--- src/shared/rlcb_pkg.sv ---
// Package for the radio link register bank: offsets, field positions, carriers.
// Assumes a single 20 MHz system clock and word-wide register accesses.
package rlcb_pkg;

	localparam int unsigned DATA_W    = 32;
	localparam int unsigned ADDR_W    = 8;
	localparam int unsigned WORD_SH   = 2;
	localparam int unsigned INDEX_W   = ADDR_W - WORD_SH;

	// Byte offsets of the bank
	localparam logic [ADDR_W-1:0] OFS_INTERRUPT_CTRL_STATUS  = 8'h00;
	localparam logic [ADDR_W-1:0] OFS_LAYER1_STATUS          = 8'h04;
	localparam logic [ADDR_W-1:0] OFS_LAYER1_CONFIG          = 8'h08;
	localparam logic [ADDR_W-1:0] OFS_LINE_RATE_CONFIG       = 8'h0c;
	localparam logic [ADDR_W-1:0] OFS_PROTOCOL_VERSION_CTRL  = 8'h10;
	localparam logic [ADDR_W-1:0] OFS_TX_SCRAMBLER_CTRL      = 8'h14;
	localparam logic [ADDR_W-1:0] OFS_RX_SCRAMBLER_STATUS    = 8'h18;
	localparam logic [ADDR_W-1:0] OFS_MGMT_PLANE_CONFIG      = 8'h1c;
	localparam logic [ADDR_W-1:0] OFS_MGMT_PLANE_STATUS      = 8'h20;
	localparam logic [ADDR_W-1:0] OFS_STARTUP_SEQUENCE_CTRL  = 8'h24;
	localparam logic [ADDR_W-1:0] OFS_STARTUP_TIMER_CTRL     = 8'h28;
	localparam logic [ADDR_W-1:0] OFS_INBAND_ALARM_CTRL      = 8'h2c;
	localparam logic [ADDR_W-1:0] OFS_CONTROL_WORD_POINTER   = 8'h30;
	localparam logic [ADDR_W-1:0] OFS_TX_CONTROL_WORD        = 8'h34;
	localparam logic [ADDR_W-1:0] OFS_RX_CONTROL_WORD        = 8'h38;
	localparam logic [ADDR_W-1:0] OFS_RX_ERROR_STATUS        = 8'h3c;
	localparam logic [ADDR_W-1:0] OFS_RX_RADIO_FRAME_COUNT   = 8'h40;
	localparam logic [ADDR_W-1:0] OFS_LOOPBACK_CTRL          = 8'h44;
	localparam logic [ADDR_W-1:0] OFS_TX_BUFFER_LATENCY      = 8'h48;
	localparam logic [ADDR_W-1:0] OFS_RX_BUFFER_LATENCY      = 8'h4c;
	localparam logic [ADDR_W-1:0] OFS_TX_EXTENDED_LATENCY    = 8'h50;
	localparam logic [ADDR_W-1:0] OFS_RX_EXTENDED_LATENCY    = 8'h54;
	localparam logic [ADDR_W-1:0] OFS_LOOP_LATENCY           = 8'h58;
	localparam logic [ADDR_W-1:0] OFS_SERDES_SLIP_CTRL       = 8'h5c;
	localparam logic [ADDR_W-1:0] OFS_ONEWAY_CAL_CTRL_A      = 8'h60;
	localparam logic [ADDR_W-1:0] OFS_ONEWAY_CAL_CTRL_E      = 8'h70;
	localparam logic [ADDR_W-1:0] OFS_ONEWAY_CAL_STATUS      = 8'h74;
	localparam logic [ADDR_W-1:0] OFS_RESERVED_HOLE_A        = 8'h78;
	localparam logic [ADDR_W-1:0] OFS_RESERVED_HOLE_B        = 8'h7c;
	localparam logic [ADDR_W-1:0] OFS_LOOP_CAL_CTRL_STATUS   = 8'h80;
	localparam logic [ADDR_W-1:0] OFS_SERDES_TX_FIFO_LATENCY = 8'h84;
	localparam logic [ADDR_W-1:0] OFS_SERDES_RX_FIFO_LATENCY = 8'h88;
	localparam logic [ADDR_W-1:0] OFS_CORE_INFORMATION       = 8'h8c;
	localparam logic [ADDR_W-1:0] OFS_DIAGNOSTIC_STATUS      = 8'ha0;

	// Interrupt register field positions
	localparam int unsigned BIT_SDI_PENDING   = 18;
	localparam int unsigned BIT_RAI_PENDING   = 17;
	localparam int unsigned BIT_RESET_PENDING = 16;
	localparam int unsigned BIT_SDI_EN        = 2;
	localparam int unsigned BIT_RAI_EN        = 1;
	localparam int unsigned BIT_RESET_EN      = 0;

	localparam logic [DATA_W-1:0] INTR_RESET_VALUE = 32'h0000_0000;
	// Reserved reads are undefined; this bank returns zero
	localparam logic [DATA_W-1:0] RESERVED_ACCESS_CODE = 32'h0000_0000;

	// One event per interrupt source
	typedef struct packed {
		logic sdi;
		logic rai;
		logic rst;
	} rlcb_event_t;

	// Register bus request
	typedef struct packed {
		logic              wr;
		logic              rd;
		logic [ADDR_W-1:0] addr;
		logic [DATA_W-1:0] wdata;
	} rlcb_req_t;

endpackage : rlcb_pkg

--- src/logic/rlcb_bank.sv ---
// Register bank of the radio link core; full decode of the interrupt register.
// Assumes the host issues whole-word accesses and remote events are synchronous.
`timescale 1ns/10ps
`default_nettype none

module rlcb_bank
(
	input  wire logic                        clk_sys_in,
	input  wire logic                        sys_rst_in,
	input  wire logic                        bus_write_in,
	input  wire logic                        bus_read_in,
	input  wire logic [rlcb_pkg::ADDR_W-1:0] bus_address_in,
	input  wire logic [rlcb_pkg::DATA_W-1:0] bus_writedata_in,
	output var  logic [rlcb_pkg::DATA_W-1:0] bus_readdata_out,
	output var  logic                        bus_readdatavalid_out,
	output var  logic                        bus_waitrequest_out,
	input  wire logic                        remote_sdi_event_in,
	input  wire logic                        remote_rai_event_in,
	input  wire logic                        remote_reset_event_in,
	output var  logic                        irq_out,
	output var  logic [2:0]                  intr_enable_out
);
	import rlcb_pkg::*;

	////////////////////////////////////////////////////////////////////////////////
	// Decode

	rlcb_req_t   req;
	rlcb_event_t evt;
	logic        hit_intr;
	logic        intr_wr;
	logic        sdi_pending;
	logic        rai_pending;
	logic        rst_pending;
	logic        sdi_en;
	logic        rai_en;
	logic        rst_en;
	logic [DATA_W-1:0] intr_word;
	logic [DATA_W-1:0] next_readdata;

	// True when an address selects the given register word
	function automatic logic addr_is(input logic [ADDR_W-1:0] a, input logic [ADDR_W-1:0] ofs);
		addr_is = (a[ADDR_W-1:WORD_SH] == ofs[ADDR_W-1:WORD_SH]);
	endfunction : addr_is

	// True for the hole words and for space past the core information word, except the diagnostic status word
	function automatic logic addr_reserved(input logic [ADDR_W-1:0] a);
		addr_reserved = addr_is(a, OFS_RESERVED_HOLE_A) || addr_is(a, OFS_RESERVED_HOLE_B)
			|| (a > OFS_CORE_INFORMATION && !addr_is(a, OFS_DIAGNOSTIC_STATUS));
	endfunction : addr_reserved

	assign req.wr    = bus_write_in;
	assign req.rd    = bus_read_in;
	assign req.addr  = bus_address_in;
	assign req.wdata = bus_writedata_in;
	assign evt.sdi   = remote_sdi_event_in;
	assign evt.rai   = remote_rai_event_in;
	assign evt.rst   = remote_reset_event_in;

	// Whole-word only; low address bits are ignored, no lanes exist
	assign hit_intr = addr_is(req.addr, OFS_INTERRUPT_CTRL_STATUS);
	assign intr_wr  = req.wr && hit_intr;

	// Bank never stalls, so every access is accepted the same cycle; read data follows one cycle later
	assign bus_waitrequest_out = 1'b0;

	////////////////////////////////////////////////////////////////////////////////
	// Interrupt enables

	always_ff @(posedge clk_sys_in)
	begin
		if (sys_rst_in)
		begin
			sdi_en <= INTR_RESET_VALUE[BIT_SDI_EN];
			rai_en <= INTR_RESET_VALUE[BIT_RAI_EN];
			rst_en <= INTR_RESET_VALUE[BIT_RESET_EN];
		end
		else if (intr_wr)
		begin
			sdi_en <= req.wdata[BIT_SDI_EN];
			rai_en <= req.wdata[BIT_RAI_EN];
			rst_en <= req.wdata[BIT_RESET_EN];
		end
	end

	////////////////////////////////////////////////////////////////////////////////
	// Pending flags; a same-cycle event on an enabled source beats a software write of zero

	always_ff @(posedge clk_sys_in)
	begin
		if (sys_rst_in)
		begin
			sdi_pending <= INTR_RESET_VALUE[BIT_SDI_PENDING];
			rai_pending <= INTR_RESET_VALUE[BIT_RAI_PENDING];
			rst_pending <= INTR_RESET_VALUE[BIT_RESET_PENDING];
		end
		else
		begin
			if (evt.sdi && sdi_en)
				sdi_pending <= 1'b1;
			else if (intr_wr)
				sdi_pending <= req.wdata[BIT_SDI_PENDING];
			if (evt.rai && rai_en)
				rai_pending <= 1'b1;
			else if (intr_wr)
				rai_pending <= req.wdata[BIT_RAI_PENDING];
			if (evt.rst && rst_en)
				rst_pending <= 1'b1;
			else if (intr_wr)
				rst_pending <= req.wdata[BIT_RESET_PENDING];
		end
	end

	////////////////////////////////////////////////////////////////////////////////
	// Read path

	always_comb
	begin
		intr_word = '0;
		intr_word[BIT_SDI_PENDING]   = sdi_pending;
		intr_word[BIT_RAI_PENDING]   = rai_pending;
		intr_word[BIT_RESET_PENDING] = rst_pending;
		intr_word[BIT_SDI_EN]        = sdi_en;
		intr_word[BIT_RAI_EN]        = rai_en;
		intr_word[BIT_RESET_EN]      = rst_en;
	end

	// Registers outside this bank's scope read as the reserved code too
	always_comb
	begin
		next_readdata = RESERVED_ACCESS_CODE;
		if (hit_intr && !addr_reserved(req.addr))
			next_readdata = intr_word;
	end

	always_ff @(posedge clk_sys_in)
	begin
		if (sys_rst_in)
		begin
			bus_readdata_out      <= '0;
			bus_readdatavalid_out <= 1'b0;
		end
		else
		begin
			bus_readdatavalid_out <= req.rd;
			if (req.rd)
				bus_readdata_out <= next_readdata;
		end
	end

	////////////////////////////////////////////////////////////////////////////////
	// Outputs

	always_ff @(posedge clk_sys_in)
	begin
		if (sys_rst_in)
			irq_out <= 1'b0;
		else
			irq_out <= sdi_pending | rai_pending | rst_pending;
	end

	assign intr_enable_out = {sdi_en, rai_en, rst_en};

endmodule : rlcb_bank

`default_nettype wire

--- config.mk ---
export PLATFORM = sky130hd
export DESIGN_NAME = rlcb_bank
export DESIGN_NICKNAME = d
export VERILOG_FILES = /design/src/shared/rlcb_pkg.sv /design/src/logic/rlcb_bank.sv
export SDC_FILE = /design/constraint.sdc
export NUM_CORES = 1
export LEC_CHECK = 0
export BUFFER_PORTS_ARGS = -buffer_cell sky130_fd_sc_hd__buf_4
export CORE_MARGIN = 2
export CORE_UTILIZATION = 31
export DETAILED_ROUTE_END_ITERATION = 8
export GPL_TIMING_DRIVEN = 0
export PLACE_DENSITY_LB_ADDON = 0.05
export SLEW_MARGIN = 10
export SYNTH_ARGS = -nofsm -noshare
export SYNTH_HDL_FRONTEND = slang
export SYNTH_SLANG_ARGS = --single-unit
export TNS_END_PERCENT = 50
--- constraint.sdc ---
create_clock -name clk_sys_in -period 1.1 [get_ports clk_sys_in]
set_input_delay 0.22 -clock clk_sys_in [delete_from_list [all_inputs] [get_ports clk_sys_in]]
set_output_delay 0.22 -clock clk_sys_in [all_outputs]
set_load 0.05 [all_outputs]
## Word-level counts from Yosys, hierarchy flattened

Index checks and enable logic that the tools add are counted.

| operators by class | value |
|---|---|
| reduce and logical (&&, ||, !) cells | 14 |
| $lt $le $gt $ge | 1 |
| bitwise logic cells | 2 |
| multiplexer cells | 7 |
| equal/unequal tests | 3 |

Operators with widths:

| operator | count |
|---|---|
| 19-bit 2-to-1 mux | 1 |
| 6-bit by 5-bit equality test with 1-bit output, second input constant | 2 |
| 8-bit > comparator, second input constant | 1 |
| 6-bit equality test, second input constant | 1 |
| 1-bit logical AND | 6 |
| 6-bit zero test | 1 |
| 1-bit 2-to-1 mux | 6 |
| 2-bit nonzero test | 3 |
| 1-bit zero test | 2 |
| 1-bit logical OR | 2 |
| 1-bit OR | 2 |

| word-level totals | value |
|---|---|
| input bits | 47 |
| bits in registers | 40 |
| output and inout port bits | 38 |
| word-level logic and storage cells | 36 |

## Longest topological paths before layout

| depth | value |
|---|---|
| word-level depth | 7 |
| depth in mapped cells | 4 |
| mapped depth without buffers | 3 |

## Worst setup path after synthesis

No wires, ideal clock.

| timing | value |
|---|---|
| path type | input to register |
| start point | input port bus_address_in[2] in the netlist's numbering |
| end point | register rai_en |
| library setup time | 0.134 ns |
| data required time | 0.966 ns |
| setup slack | -0.003 ns |
| path buffers | 0 |
| stages on the path | 3 |
| arrival | 0.970 ns |
| cells stage by stage | or4_4 -> o21ai_1 -> a21oi_1 |

| between the ends | value |
|---|---|
| longest elaborated chain between the ends | 2 |

Ends and longest elaborated chain:

| what | line | source |
|---|---|---|
| start, declared | rlcb_bank.sv:12 | `input wire logic [rlcb_pkg::ADDR_W-1:0] bus_address_in,` |
| 6-bit zero test | rlcb_bank.sv:43 | `addr_is = (a[ADDR_W-1:WORD_SH] == ofs[ADDR_W-1:WORD_SH]);` |
| 1-bit logical AND | rlcb_bank.sv:62 | `assign intr_wr = req.wr && hit_intr;` |
| end signal, assigned | rlcb_bank.sv:75 | `rai_en <= INTR_RESET_VALUE[BIT_RAI_EN];` |
| end signal, assigned | rlcb_bank.sv:81 | `rai_en <= req.wdata[BIT_RAI_EN];` |
| end, declared | rlcb_bank.sv:36 | `logic rai_en;` |

Every way passes these cells.
A chain may end at the register's enable or synchronous reset.

## Final worst setup path

| timing | value |
|---|---|
| start point | register rai_en |
| end point | output port intr_enable_out[1] |

RTL lines:

| what | line | source |
|---|---|---|
| end, declared | rlcb_bank.sv:21 | `output var logic [2:0] intr_enable_out` |

No word-level cell between the ends.

==> results_dict.tcl <==
set metrics [dict create \
    syn2layout_area_growth_pct 49.2 \
    syn_avg_cell_area_um2 8.84 \
    cts_tree "done" \
    layout_min_cycle_time_ns 1.09 \
    max_freq_mhz 914 \
    path_class "register to primary output" \
    die_w_um 55.5 \
    fin_worst_hold_slack_ns 0.123 \
    cts_hold_buf 0 \
    antenna_found_initial 0 \
    combPwrFrac_pct 33.4 \
    seq_power_share_pct 42.8 \
    cts_buffers 3 \
    finalHoldViolCount 0 \
    timing.final.crit_share_pct 99.5 \
    numClockSinks 14 \
    drcViolationCount 0 \
    slew_violations 0 \
    grt-ovfl-total 0 \
    rows 18 \
    postRouteAntennaNets 0 \
    grt_use_total_pct 10.6 \
    clkTransAtPathRegs_ns 0.08 \
    ys_types 24 \
    clock-root-buffer "clkbuf_4" \
    final_common_cell "buf_4" \
    clock_path_buffers 2 \
    postSynthCellCount 93 \
    first_pass_iters 4 \
    p_int_uw 762 \
    critPathBufInv 2 \
    ys_ff_latch 14 \
    wl_per_cell_um 9.12 \
    vias_per_cell 4.07 \
    grt_max_degree 11 \
    wl_um 1660 \
    die_h_um 55.5 \
    final_nets 201 \
    drive_gt1_share_pct 49.3 \
    boundaryPins 85 \
    holdCritPathClass "primary input to register" \
    worstSetupStartpointType "register" \
    crit_fanout 3 \
    p_clk_share_pct 23.8 \
    cp.arrival_ns 0.87 \
    final_cell_area_um2 1230 \
    rsz0062_at_grt "true" \
    finClkSkew_ns 0.000652 \
    critPathSlowestCell "dfxtp_2" \
    p_sw_share_pct 35.9 \
    status "finished, final reports clean" \
    layout_common_cells "buf_4 (57), conb_1 (27), dfxtp_1 (11), a21oi_1 (10)" \
    yosys_warnings 0 \
    fillers 274 \
    start_util_pct 32.9 \
    endpoint_kind "primary output" \
    clk_latency_ns 0.28 \
    grt_pass1_vias 658 \
    setup_viol 0 \
    cp_data_required_time_ns 0.88 \
    placed_cell_area_um2 1170 \
    fp.coreArea_um2 2500 \
    syn-cell-area_um2 822 \
    diodes 0 \
    irDropWorstVdd_mv 0.394 \
    yosysSeqAreaShare_pct 34.1 \
    critical_path.max_stage_delay_ns 0.33 \
    power_mw 1.19 \
    p_per_area_nw_per_um2 969 \
    gp_congestion 0.738 \
    crit_family "flip-flops" \
    p_switching_uw 426 \
    cts_max_level 1 \
    placement.io_buffers 29 \
    leakagePower_nw 0.598 \
    drtIter0Drc 4 \
    grt_pass1_wl_um 2680 \
    crit_chain "buf_4 > buf_6" \
    dieArea_um2 3080 \
    cap_violations 0 \
    vias 740 \
]
==> power by group through the flow <==
| stage | Combinational [mW] | Sequential, mW | Clock, mW |
|---|---|---|---|
| finish | 0.397 | 0.509 | 0.283 |
| global route | 0.416 | 0.509 | 0.298 |
| CTS | 0.394 | 0.511 | 0.282 |
| detailed placement | 0.393 | 0.523 | 0 |
| global placement | 0.392 | 0.523 | 0 |
| floorplan | 0.313 | 0.531 | 0 |
==> final cells by class <==
class / instances / area (um2) / area share [%]
flip-flops and latches: 14 / 287 / 23.4
repair buffers: 31 / 248 / 20.2
multi-input cells: 72 / 394 / 32.1
plain buffers: 32 / 238 / 19.4
clock buffers: 3 / 22.5 / 1.84
well taps: 30 / 37.5 / 3.06
==> per-stage QoR <==
stage / cells / utilization (%) / TNS, ns / worst slack, ns
after floorplan: 119 / - / -0.00694 / -0.00347
after global placement: 178 / 47.0 / -1.89 / -0.170
after detailed placement: 178 / 47.0 / -1.89 / -0.178
after CTS: 182 / 49.1 / -0.00588 / -0.00588
after global routing: 182 / 49.0 / -0.0147 / -0.00955
final: 182 / 49.0 / 0 / 0.00542
==> Yosys cell counts <==
master | number | area [um2]
buf_2 | 1 | 5.00
clkbuf_1 | 1 | 3.75
nor3b_4 | 1 | 18.8
conb_1 | 1 | 3.75
or3b_2 | 1 | 8.76
nor2b_1 | 1 | 6.26
a21oi_1 | 10 | 50.1
or4_4 | 1 | 11.3
nand4_1 | 5 | 31.3
nor2_1 | 2 | 7.51
dfxtp_1 | 14 | 280
nor4_2 | 1 | 12.5
a31oi_1 | 1 | 6.26
nor3_1 | 1 | 5.00
nand2_1 | 1 | 3.75
nand2b_1 | 6 | 37.5
buf_6 | 1 | 11.3
a21oi_2 | 1 | 8.76
buf_4 | 30 | 225
o21ai_1 | 6 | 30.0
a32oi_1 | 2 | 17.5
nand4_2 | 1 | 12.5
nand3_2 | 1 | 10.0
nand3_1 | 3 | 15.0
==> flip-flops by register name (all words and copies together) (netlist names) <==
| name | flops |
|---|---|
| rst_en | 1 |
| bus_readdatavalid_out | 1 |
| irq_out | 1 |
| bus_readdata_out | 6 |
| rst_pending | 1 |
| sdi_pending | 1 |
| rai_en | 1 |
| sdi_en | 1 |
| rai_pending | 1 |
==> per-layer routing <==
layer / up-vias / GRT usage, % / wire [um]
met2: 37 / 18.9 / 815
met1: 313 / 12.1 / 660
met3: 4 / 1.87 / 154
met4: 0 / 5.23 / 28
li1: 386 / - / -
met5: - / 0 / 0
==> worst paths after layout <==
check	depth (start not counted)	to	slack [ns]	startpoint
setup / recovery	2	intr_enable_out[1]	0.005	rai_en$_SDFFE_PP0P_
hold / removal	2	rst_en$_SDFFE_PP0P_	0.12	sys_rst_in
setup reg to reg	2	rst_pending$_SDFFE_PP0P_	0.35	rst_en$_SDFFE_PP0P_
hold reg to reg	2	bus_readdata_out[16]$_SDFFE_PP0P_	0.48	bus_readdata_out[16]$_SDFFE_PP0P_
==> timing repair <==
action	4_1_cts	5_1_grt
endpoints found under the setup margin	3	3
gates resized for setup	8	1
pin swaps	0	0
buffers inserted	1	1
==> cell families (layout without fill, tap and decap cells) <==
logic type      count (synthesis)  count (layout)  share of synthesized area, %
compound gates                 20              20                          13.7
buf+inv                        33              66                          29.8
flops                          14              14                          34.1
other cells                     1              27                         0.456
simple gates                   25              25                          21.9
No activity file was read; power rests on OpenSTA's default activity.
